===== src/ovd_pkg.sv =====
package ovd_pkg;

	// ****************************************************************
	// Timing.
	// ****************************************************************
	localparam int CLK_PERIOD_NS    = 50;
	localparam int SAMPLE_PERIOD_NS = 80000;
	// Averaging period in clock cycles, rounded down and at least one.
	localparam int PERIOD_CYCLES_RAW = SAMPLE_PERIOD_NS / CLK_PERIOD_NS;
	localparam int PERIOD_CYCLES     = (PERIOD_CYCLES_RAW < 1) ? 1 : PERIOD_CYCLES_RAW;
	localparam int PERIOD_CNT_W      = 11;

	// ****************************************************************
	// Data widths and threshold arithmetic.
	// ****************************************************************
	localparam int SAMPLE_W  = 12;
	localparam int ACC_W     = 24;
	localparam int CODE_W    = 5;
	localparam int NEED_W    = 2;
	localparam int RUN_W     = 3;
	// Threshold is (base + code) / 128 of full scale; full scale is 2**SAMPLE_W counts.
	localparam int THR_BASE  = 89;
	localparam int THR_DENOM = 128;
	localparam int THR_SCALE = (1 << SAMPLE_W) / THR_DENOM;

	// ****************************************************************
	// Register indices; byte address is four times the index.
	// ****************************************************************
	localparam logic [7:0] IDX_LOCAL_OVL  = 8'h32;
	localparam logic [7:0] IDX_LOAD_OVL   = 8'h33;
	localparam logic [7:0] IDX_STATUS     = 8'h40;
	localparam logic [7:0] IDX_INT_EN     = 8'h41;
	localparam logic [7:0] IDX_INT_CLR    = 8'h42;
	localparam logic [7:0] IDX_FLAGS      = 8'h43;
	localparam int         ADDR_W         = 12;

	// ****************************************************************
	// Field positions.
	// ****************************************************************
	localparam int FLD_CODE_LSB  = 3;
	localparam int FLD_CODE_MSB  = 7;
	localparam int FLD_REGPT     = 2;
	localparam int FLD_NEED_LSB  = 0;
	localparam int FLD_NEED_MSB  = 1;
	localparam int EVT_LOCAL     = 0;
	localparam int EVT_LOAD      = 1;
	localparam int EVT_N         = 2;

	// ****************************************************************
	// Reset values.
	// ****************************************************************
	localparam logic [7:0]       RST_LOCAL_OVL = 8'h00;
	localparam logic [7:0]       RST_LOAD_OVL  = 8'h00;
	localparam logic [EVT_N-1:0] RST_INT_EN    = 2'h0;

endpackage : ovd_pkg


===== src/ovd_consec.sv =====
`timescale 1ns/10ps

module ovd_consec (
	input  wire logic                        clock_in,
	input  wire logic                        srst_in,
	input  wire logic                        done_in,
	input  wire logic                        exceed_in,
	input  wire logic [ovd_pkg::NEED_W-1:0]  need_in,
	output logic                             flag_out
);

	// ****************************************************************
	// Consecutive over-threshold period counter.
	// ****************************************************************
	logic [ovd_pkg::RUN_W-1:0] run_q;
	logic [ovd_pkg::RUN_W-1:0] run_d;
	logic [ovd_pkg::RUN_W-1:0] need_w;

	// Field 0..3 asks for one to four periods; the run saturates at four.
	assign need_w = {1'b0, need_in} + 3'h1;
	assign run_d  = (run_q == 3'h4) ? run_q : run_q + 3'h1;

	// Count only periods that exceed; any quiet period clears the run and the flag.
	always_ff @(posedge clock_in) begin
		if (srst_in) begin
			run_q    <= '0;
			flag_out <= 1'b0;
		end else if (done_in) begin
			run_q    <= exceed_in ? run_d : '0;
			flag_out <= exceed_in && (run_d >= need_w);
		end
	end

endmodule : ovd_consec


===== src/ovd_period_avg.sv =====
`timescale 1ns/10ps

module ovd_period_avg (
	input  wire logic                          clock_in,
	input  wire logic                          srst_in,
	input  wire logic                          period_end_in,
	input  wire logic [ovd_pkg::SAMPLE_W-1:0]  sample_in,
	input  wire logic [ovd_pkg::CODE_W-1:0]    code_in,
	output logic                               done_out,
	output logic                               exceed_out
);

	// ****************************************************************
	// Averaging over one period.
	// ****************************************************************
	logic [ovd_pkg::ACC_W-1:0] acc_q;
	logic [ovd_pkg::ACC_W-1:0] sum_w;
	logic [ovd_pkg::ACC_W-1:0] limit_w;

	// Sum including this cycle's sample; comparing the sum against threshold times
	// the period length equals comparing the average, without a divider.
	assign sum_w   = acc_q + ovd_pkg::ACC_W'(sample_in);
	assign limit_w = ovd_pkg::ACC_W'((ovd_pkg::THR_BASE + int'(code_in))
		* ovd_pkg::THR_SCALE * ovd_pkg::PERIOD_CYCLES);

	// Accumulator restarts at each period end and reports the verdict.
	always_ff @(posedge clock_in) begin
		if (srst_in) begin
			acc_q      <= '0;
			done_out   <= 1'b0;
			exceed_out <= 1'b0;
		end else if (period_end_in) begin
			acc_q      <= '0;
			done_out   <= 1'b1;
			exceed_out <= (sum_w > limit_w);
		end else begin
			acc_q    <= sum_w;
			done_out <= 1'b0;
		end
	end

endmodule : ovd_period_avg


===== src/ovd_top.sv =====
// Function
// - Flag when period average exceeds threshold
// - Sampling field picks one to four periods
// - Every consecutive period must exceed threshold
// - Load code bits 7:3 set threshold
// - Threshold is (89 + code)/128 of 1.55 V
// - Regulating bit set: always remote sense
// - Bit clear: local sense in soft start
// - Separate local register, same field layout
`timescale 1ns/10ps

module ovd_top (
	input  wire logic                          clock_in,
	input  wire logic                          srst_in,
	input  wire logic                          psel_in,
	input  wire logic                          penable_in,
	input  wire logic                          pwrite_in,
	input  wire logic [ovd_pkg::ADDR_W-1:0]    paddr_in,
	input  wire logic [31:0]                   pwdata_in,
	input  wire logic [3:0]                    pstrb_in,
	input  wire logic [ovd_pkg::SAMPLE_W-1:0]  local_sense_in,
	input  wire logic [ovd_pkg::SAMPLE_W-1:0]  load_sense_in,
	input  wire logic [ovd_pkg::SAMPLE_W-1:0]  remote_sense_in,
	input  wire logic                          soft_start_in,
	input  wire logic                          oring_switch_enable_in,
	output logic                               pready_out,
	output logic [31:0]                        prdata_out,
	output logic                               pslverr_out,
	output logic                               local_ov_flag_out,
	output logic                               load_ov_flag_out,
	output logic                               regulate_remote_out,
	output logic                               irq_out
);

	// ****************************************************************
	// Address decoding.
	// ****************************************************************

	// Registers sit one per aligned word, so the index is the byte address over four.
	// Any access with low address bits set is refused rather than rounded down.
	// True when the word address matches a register index.
	function automatic logic hits(input logic [ovd_pkg::ADDR_W-1:0] addr, input logic [7:0] idx);
		hits = (addr[1:0] == 2'h0) && (addr[ovd_pkg::ADDR_W-1:2] == {2'h0, idx});
	endfunction : hits

	logic hit_local_w;
	logic hit_load_w;
	logic hit_status_w;
	logic hit_en_w;
	logic hit_clr_w;
	logic hit_flags_w;
	logic hit_any_w;
	logic access_w;
	logic wr_w;
	logic wr_lane0_w;

	// Register selects; a misaligned address hits nothing.
	assign hit_local_w  = hits(paddr_in, ovd_pkg::IDX_LOCAL_OVL);
	assign hit_load_w   = hits(paddr_in, ovd_pkg::IDX_LOAD_OVL);
	assign hit_status_w = hits(paddr_in, ovd_pkg::IDX_STATUS);
	assign hit_en_w     = hits(paddr_in, ovd_pkg::IDX_INT_EN);
	assign hit_clr_w    = hits(paddr_in, ovd_pkg::IDX_INT_CLR);
	assign hit_flags_w  = hits(paddr_in, ovd_pkg::IDX_FLAGS);
	assign hit_any_w    = hit_local_w | hit_load_w | hit_status_w | hit_en_w | hit_clr_w | hit_flags_w;

	// Access phase is answered one cycle late; the write lands on the ready edge.
	assign access_w   = psel_in && penable_in;
	assign wr_w       = access_w && pready_out && pwrite_in && hit_any_w;
	assign wr_lane0_w = wr_w && pstrb_in[0];

	// ****************************************************************
	// Configuration registers.
	// ****************************************************************
	logic [7:0]                local_ovl_q;
	logic [7:0]                load_ovl_q;
	logic [ovd_pkg::EVT_N-1:0] int_en_q;

	// Only lane zero carries register contents; upper lanes are ignored on write.
	// Bit 2 of the local limit is stored and read back but drives nothing.
	// A write with lane zero disabled leaves the registers untouched and is not an error.
	// Byte-wide registers written through lane zero.
	always_ff @(posedge clock_in) begin
		if (srst_in) begin
			local_ovl_q <= ovd_pkg::RST_LOCAL_OVL;
			load_ovl_q  <= ovd_pkg::RST_LOAD_OVL;
			int_en_q    <= ovd_pkg::RST_INT_EN;
		end else if (wr_lane0_w) begin
			if (hit_local_w) begin
				local_ovl_q <= pwdata_in[7:0];
			end else if (hit_load_w) begin
				load_ovl_q <= pwdata_in[7:0];
			end else if (hit_en_w) begin
				int_en_q <= pwdata_in[ovd_pkg::EVT_N-1:0];
			end
		end
	end

	// Field extraction for both limit registers.
	logic [ovd_pkg::CODE_W-1:0] local_code_w;
	logic [ovd_pkg::CODE_W-1:0] load_code_w;
	logic [ovd_pkg::NEED_W-1:0] local_need_w;
	logic [ovd_pkg::NEED_W-1:0] load_need_w;
	logic                       regpt_w;

	assign load_code_w  = load_ovl_q[ovd_pkg::FLD_CODE_MSB:ovd_pkg::FLD_CODE_LSB];
	assign local_code_w = local_ovl_q[ovd_pkg::FLD_CODE_MSB:ovd_pkg::FLD_CODE_LSB];
	assign local_need_w = local_ovl_q[ovd_pkg::FLD_NEED_MSB:ovd_pkg::FLD_NEED_LSB];
	assign load_need_w  = load_ovl_q[ovd_pkg::FLD_NEED_MSB:ovd_pkg::FLD_NEED_LSB];
	assign regpt_w      = load_ovl_q[ovd_pkg::FLD_REGPT];

	// ****************************************************************
	// Period divider.
	// ****************************************************************
	logic [ovd_pkg::PERIOD_CNT_W-1:0] period_cnt_q;
	logic                             period_end_w;

	assign period_end_w = (period_cnt_q == ovd_pkg::PERIOD_CNT_W'(ovd_pkg::PERIOD_CYCLES - 1));

	// The divider never restarts on a configuration write, so all averagers and
	// software share one fixed period grid that starts at reset.
	// Free-running divider giving one enable pulse per averaging period.
	always_ff @(posedge clock_in) begin
		if (srst_in || period_end_w) begin
			period_cnt_q <= '0;
		end else begin
			period_cnt_q <= period_cnt_q + ovd_pkg::PERIOD_CNT_W'(1);
		end
	end

	// ****************************************************************
	// Averagers and consecutive-period counters.
	// ****************************************************************
	logic local_done_w;
	logic local_exc_w;
	logic load_done_w;
	logic load_exc_w;
	logic remote_exc_w;
	logic local_flag_w;
	logic load_flag_w;

	// Each averager reads its code at the period end, so a limit written in mid-period
	// applies to that whole period and never to part of one.
	// Software should therefore expect a new limit to act at the next period end.
	// local threshold comparison
	ovd_period_avg u_avg_local (
		.clock_in      (clock_in),
		.srst_in       (srst_in),
		.period_end_in (period_end_w),
		.sample_in     (local_sense_in),
		.code_in       (local_code_w),
		.done_out      (local_done_w),
		.exceed_out    (local_exc_w)
	);

	ovd_period_avg u_avg_load (
		.clock_in      (clock_in),
		.srst_in       (srst_in),
		.period_end_in (period_end_w),
		.sample_in     (load_sense_in),
		.code_in       (load_code_w),
		.done_out      (load_done_w),
		.exceed_out    (load_exc_w)
	);

	ovd_period_avg u_avg_remote (
		.clock_in      (clock_in),
		.srst_in       (srst_in),
		.period_end_in (period_end_w),
		.sample_in     (remote_sense_in),
		.code_in       (load_code_w),
		.done_out      (),
		.exceed_out    (remote_exc_w)
	);

	ovd_consec u_run_local (
		.clock_in  (clock_in),
		.srst_in   (srst_in),
		.done_in   (local_done_w),
		.exceed_in (local_exc_w),
		.need_in   (local_need_w),
		.flag_out  (local_flag_w)
	);

	// Load and remote nodes share one counter: a period counts when either node
	// averages above the shared limit, so one quiet node cannot mask the other.
	// A period in which neither node is above clears the run.
	// all periods must exceed
	ovd_consec u_run_load (
		.clock_in  (clock_in),
		.srst_in   (srst_in),
		.done_in   (load_done_w),
		.exceed_in (load_exc_w | remote_exc_w),
		.need_in   (load_need_w),
		.flag_out  (load_flag_w)
	);

	// ****************************************************************
	// Regulating point and flag outputs.
	// ****************************************************************
	logic regulate_remote_w;

	// With the regulating bit clear, feedback moves to the remote node only once soft
	// start is over and the oring switch conducts; both inputs are same-clock levels.
	// The choice is registered, so it follows its inputs by one cycle.
	// bit set forces remote
	assign regulate_remote_w = regpt_w || (!soft_start_in && oring_switch_enable_in);

	// Registered copies of the flags and the feedback selection.
	always_ff @(posedge clock_in) begin
		if (srst_in) begin
			local_ov_flag_out   <= 1'b0;
			load_ov_flag_out    <= 1'b0;
			regulate_remote_out <= 1'b0;
		end else begin
			local_ov_flag_out   <= local_flag_w;
			load_ov_flag_out    <= load_flag_w;
			regulate_remote_out <= regulate_remote_w;
		end
	end

	// ****************************************************************
	// Interrupt status.
	// ****************************************************************
	logic [ovd_pkg::EVT_N-1:0] flag_now_w;
	logic [ovd_pkg::EVT_N-1:0] flag_prev_q;
	logic [ovd_pkg::EVT_N-1:0] status_q;
	logic [ovd_pkg::EVT_N-1:0] clr_w;

	// Rising edges of the flags are the events.
	assign flag_now_w = {load_flag_w, local_flag_w};
	assign clr_w      = (wr_lane0_w && hit_clr_w) ? pwdata_in[ovd_pkg::EVT_N-1:0] : '0;

	// Events are taken from the internal flags, one cycle ahead of the flag outputs.
	// Letting the set win means an event that meets a clear is never lost.
	// A flag that stays high raises no second event until it has fallen.
	// One sticky bit per event; a new event wins over a clear in the same cycle.
	genvar gi;
	generate
		for (gi = 0; gi < ovd_pkg::EVT_N; gi++) begin : g_sticky
			always_ff @(posedge clock_in) begin
				if (srst_in) begin
					flag_prev_q[gi] <= 1'b0;
					status_q[gi]    <= 1'b0;
				end else begin
					flag_prev_q[gi] <= flag_now_w[gi];
					if (flag_now_w[gi] && !flag_prev_q[gi]) begin
						status_q[gi] <= 1'b1;
					end else if (clr_w[gi]) begin
						status_q[gi] <= 1'b0;
					end
				end
			end
		end
	endgenerate

	// Enabling a bit that is already set raises the interrupt one cycle later, with no new event.
	// Level interrupt while any enabled status bit stands.
	always_ff @(posedge clock_in) begin
		if (srst_in) begin
			irq_out <= 1'b0;
		end else begin
			irq_out <= |(status_q & int_en_q);
		end
	end

	// ****************************************************************
	// Bus answer.
	// ****************************************************************
	logic [31:0] rdata_w;

	// Unused upper bits read as zero so that wider software masks stay harmless.
	// Read mux; the clear register reads as zero.
	assign rdata_w = hit_local_w  ? {24'h000000, local_ovl_q} :
	                 hit_load_w   ? {24'h000000, load_ovl_q} :
	                 hit_status_w ? {30'h00000000, status_q} :
	                 hit_en_w     ? {30'h00000000, int_en_q} :
	                 hit_flags_w  ? {29'h00000000, regulate_remote_out, load_ov_flag_out, local_ov_flag_out} :
	                 32'h00000000;

	// Ready is raised only when it was low, so every access lasts exactly two cycles.
	// Read data stays until the next answer; writes return zero.
	// The error pulse marks an unmapped or misaligned address.
	// One wait state: ready rises in the second access cycle with data and error.
	always_ff @(posedge clock_in) begin
		if (srst_in) begin
			pready_out  <= 1'b0;
			prdata_out  <= 32'h00000000;
			pslverr_out <= 1'b0;
		end else if (access_w && !pready_out) begin
			pready_out  <= 1'b1;
			prdata_out  <= pwrite_in ? 32'h00000000 : rdata_w;
			pslverr_out <= !hit_any_w;
		end else begin
			pready_out  <= 1'b0;
			pslverr_out <= 1'b0;
		end
	end

endmodule : ovd_top


===== config.mk =====
export PLATFORM = sky130hd
export DESIGN_NAME = ovd_top
export DESIGN_NICKNAME = d
export VERILOG_FILES = /design/src/ovd_pkg.sv /design/src/ovd_consec.sv /design/src/ovd_period_avg.sv /design/src/ovd_top.sv
export SDC_FILE = /design/constraint.sdc
export NUM_CORES = 1
export LEC_CHECK = 0
export BUFFER_PORTS_ARGS = -buffer_cell sky130_fd_sc_hd__buf_2
export CORE_MARGIN = 3
export CORE_UTILIZATION = 53
export CTS_BUF_LIST = sky130_fd_sc_hd__clkbuf_4 sky130_fd_sc_hd__clkbuf_8 sky130_fd_sc_hd__clkbuf_16
export DETAILED_ROUTE_END_ITERATION = 16
export PLACE_DENSITY_LB_ADDON = 0.3
export SLEW_MARGIN = 20
export SYNTH_ARGS = -nofsm -noshare
export SYNTH_HDL_FRONTEND = slang
export SYNTH_SLANG_ARGS = --single-unit

===== constraint.sdc =====
create_clock -name clock_in -period 4.5 [get_ports clock_in]
set_input_delay 0.9 -clock clock_in [delete_from_list [all_inputs] [get_ports clock_in]]
set_output_delay 0.9 -clock clock_in [all_outputs]
set_load 0.02 [all_outputs]

==> metrics.md <==
| Metric | Value |
|---|---|
| Post-synth cell types | 65 |
| Slew Viols, Final | 0 |
| Peak fanout along the critical path | 6 |
| Wire length of the first global-routing pass | 33.0 mm |
| Core area | 16200 um2 |
| Worst hold path class | reg2reg |
| Die area | 18500 um2 |
| Initial Util | 0.552 |
| Worst-Margin Slew | 0.737 ns |
| Comb power frac | 0.360 |
| Max-slew headroom | 0.505 |
| Setup ws final | 0.118 ns |
| Reg2reg start | load_ovl_q[3]$_SDFFE_PP0P_ |
| Crit Path Category | reg2reg |
| Layout cell share with drive strength beyond 1 | 0.234 |
| CTS buffer count | 17 |
| ANT cells | 0 |
| Port Buffers | 77 |
| Status | completed |
| DRT antenna net count | 0 |
| Setup WS pre-CTS | -0.320 ns |
| Startpoint Class | flip-flop |
| Post-synth EDFFs | 0 |
| Critical path endpoint category | flip-flop |
| Drt via density | 5.41 |
| Area occupied by registers | 2600 um2 |
| Vias | 7644 |
| Vias in the first global route | 7297 |
| Sw frac | 0.333 |
| Synthesized area per cell | 8.72 um2 |
| Row cnt | 46 |
| Clock Tree Buf Depth | 2 |
| Arrival @ worst endpoint | 4.71 ns |
| Post-synth top flop | dfxtp_1 |
| CTS sink cnt | 129 |
| LEAKAGE | 5.21 nW |
| DR pass1 iterations | 5 |
| Largest net degree at the start of global routing | 44 |
| R2r setup slk | 0.12 ns |
| Final wirelength | 21.0 mm |
| Slowest CP cell | fa_2 |
| Hold Path Sink | period_cnt_q[0]$_SDFF_PP0_ |
| CTS root buffer | clkbuf_16 |
| Clk_skew | 0.00633 ns |
| DP HPWL | 14.6 mm |
| Critical-path cell list | buf_6, and3_4, xnor2_1, ha_1, inv_1, ha_4, inv_2, ha_4, buf_4, fa_2, inv_1, ha_4, nand4_1, nor4_2, nand4_1, nand4b_1, or4_1, o211a_1 |
| Final setup vio count | 0 |
| Initial DRC Count | 392 |
| CP required | 4.82 ns |
| Remaining DRCs | 0 |
| Switching power total | 1.48 mW |
| Average wire per standard cell | 14.9 um |
| TNS Setup | 0 ns |
| Synth Register Bits | 129 |
| Ys async rst share | 0 |
| Total power draw | 4.43 mW |
| Total gr overflow | 0 |
| Initial antenna violation count | 0 |
| Seq/Total Area, Yosys | 0.288 |
| Min Tclk post-route | 4.38 ns |
| Layout area overhead | 25.4% |
| Fin nets | 1416 |
| Die Width | 136 um |
| Number of H-tree levels | 4 |
| Hold depth | 1 |
| Worst vdd ir | 0.302 mV |
| Area after DPL | 10000 um2 |
| R2R cell count | 18 |
| IO Pins | 129 |
| Yosys warns | 0 |
| Design Area, Final | 11200 um2 |
| Fillcell total | 1240 |
| Period utilization | 0.974 |
| Reg power frac | 0.303 |
| P_int | 2.95 mW |
| Pwr dens | 394 nW/um2 |
| Clock Power Share | 0.337 |
| FF-to-FF End | u_avg_load.exceed_out$_SDFFE_PP0P_ |
| Area of the multi-input gates | 6460 um2 |
| Routability cong. | 0.857 |
| Final hold viol count | 0 |
| Maxcap violations | 0 |
| CTS tree | yes |
| Mapped Cells | 1027 |
| Worst stage delay on the critical path | 0.57 ns |
| Maximum clock rate | 228 MHz |
| Most frequent CP cell | ha_4 |
| Worst hold start | period_cnt_q[0]$_SDFF_PP0_ |
| Clk_lat worst skew | 0.43 ns |
| Clock Pin Slew Worst Setup and Hold Paths | 0.06 ns |
| Gr usage total | 0.218 |
| Mapped Area | 8960 um2 |
| Chip Height | 136 um |
==> cell families after synthesis <==
kind of cell / after synthesis / share of synthesized area
and+or+nand+nor: 338 / 0.191
AOI/OAI and AO/OA: 183 / 0.132
muxes: 25 / 0.0282
buffers and inverters: 109 / 0.0557
xor gates and xnor gates: 100 / 0.101
other: 1 / 0.000419
adders and majority gates: 142 / 0.203
DFF: 129 / 0.288
==> critical path, delay by kind of cell, from the launching register on <==
kind            cells  cell delay (ns)
fa+ha+maj           5             1.65
simple gates        6             1.55
buf+inv             5             0.46
flops               1             0.35
xor+xnor            1             0.13
compound gates      1             0.13
==> power groups by stage <==
stage,combinational (mW),sequential (mW),clock [mW]
after global routing,1.80,1.36,1.57
after floorplan,1.11,1.35,0
final,1.59,1.34,1.49
after detailed placement,1.48,1.37,0
after global placement,1.45,1.36,0
after CTS,1.51,1.34,1.51
==> cells in the mapped netlist (20+ instances only) <==
library cell  count  share of area
buf_4            24          0.020
a21o_1           27          0.023
xor2_1           38          0.037
nand2_1          46          0.019
dfxtp_1         129           0.29
nand3_1          27          0.015
and2_1           45          0.031
clkbuf_1         22         0.0092
a21oi_1          68          0.038
nor2_1          117          0.049
xnor2_1          60          0.059
inv_1            62          0.026
mux2i_1          23          0.026
ha_1            135           0.19
o21ai_0          20          0.011
==> cell type report <==
cell class / instances / area share
clock buffers: 17 / 0.0379
clock inverters: 15 / 0.0185
inverters: 62 / 0.0207
multi-input cells: 812 / 0.575
flip-flops and latches: 129 / 0.231
well taps: 216 / 0.0241
repair buffers: 162 / 0.0922
==> sequential cells by signal (all words and copies together) (netlist names) <==
name,cells
flag_prev_q,2
u_avg_local.acc_q,24
u_avg_local.done_out,1
u_run_local.run_q,3
status_q,2
load_ovl_q,8
regulate_remote_out,1
u_avg_remote.exceed_out,1
u_avg_remote.acc_q,24
local_ovl_q,8
u_run_load.flag_out,1
int_en_q,2
u_run_local.flag_out,1
u_avg_load.exceed_out,1
prdata_out,8
period_cnt_q,11
pslverr_out,1
pready_out,1
u_avg_load.acc_q,24
u_avg_local.exceed_out,1
irq_out,1
u_run_load.run_q,3
==> repair_timing <==
| item | 4_1_cts | 5_1_grt |
|---|---|---|
| setup endpoints to repair | 1 | 3 |
| pin swaps | 4 | 49 |
| hold buffers | 0 | 0 |
| gates resized for setup | 5 | 83 |
| buffers inserted | 1 | 11 |
==> worst max-delay path by stage <==
stage / from / end / slack (ns) / depth (start not counted)
2_1_floorplan: local_sense_in[0] / u_avg_local.exceed_out$_SDFFE_PP0P_ / 0.0008 / 20
3_3_place_gp: local_sense_in[0] / u_avg_local.exceed_out$_SDFFE_PP0P_ / -0.29 / 22
3_5_place_dp: local_sense_in[0] / u_avg_local.exceed_out$_SDFFE_PP0P_ / -0.32 / 22
4_1_cts: load_ovl_q[4]$_SDFFE_PP0P_ / u_avg_remote.exceed_out$_SDFFE_PP0P_ / 0.008 / 22
5_1_grt: local_ovl_q[3]$_SDFFE_PP0P_ / u_avg_local.exceed_out$_SDFFE_PP0P_ / -0.04 / 24
6_report: load_ovl_q[3]$_SDFFE_PP0P_ / u_avg_load.exceed_out$_SDFFE_PP0P_ / 0.12 / 18
==> through the flow <==
step / utilization / hold WS, ns / instances
global placement: 0.618 / 0.441 / 1370
CTS: 0.658 / 0.471 / 1402
floorplan: - / 0.426 / 1050
detailed placement: 0.618 / 0.458 / 1370
finish: 0.692 / 0.467 / 1413
global route: 0.692 / 0.494 / 1413
==> cells in the final DEF, fill, tap and decap left out, types with 19 or more instances in the layout <==
master   instances
a21o_1          27
a21oi_1         56
and2_1          45
buf_2           77
buf_4           82
conb_1          24
dfxtp_1        123
ha_1           116
inv_1           55
mux2i_1         23
nand2_1         45
nand3_1         26
nor2_1         113
o21ai_0         19
xnor2_1         52
xor2_1          37
==> routing by layer <==
metal,vias up,track usage,wire [um],share of wire
met1,3604,0.276,9300,0.44
met4,0,0.0649,379,0.018
met2,149,0.375,10500,0.50
li1,3858,-,-,-
met3,33,0.0459,864,0.041
met5,-,0,0,0
(Power assumes the default switching activity.)
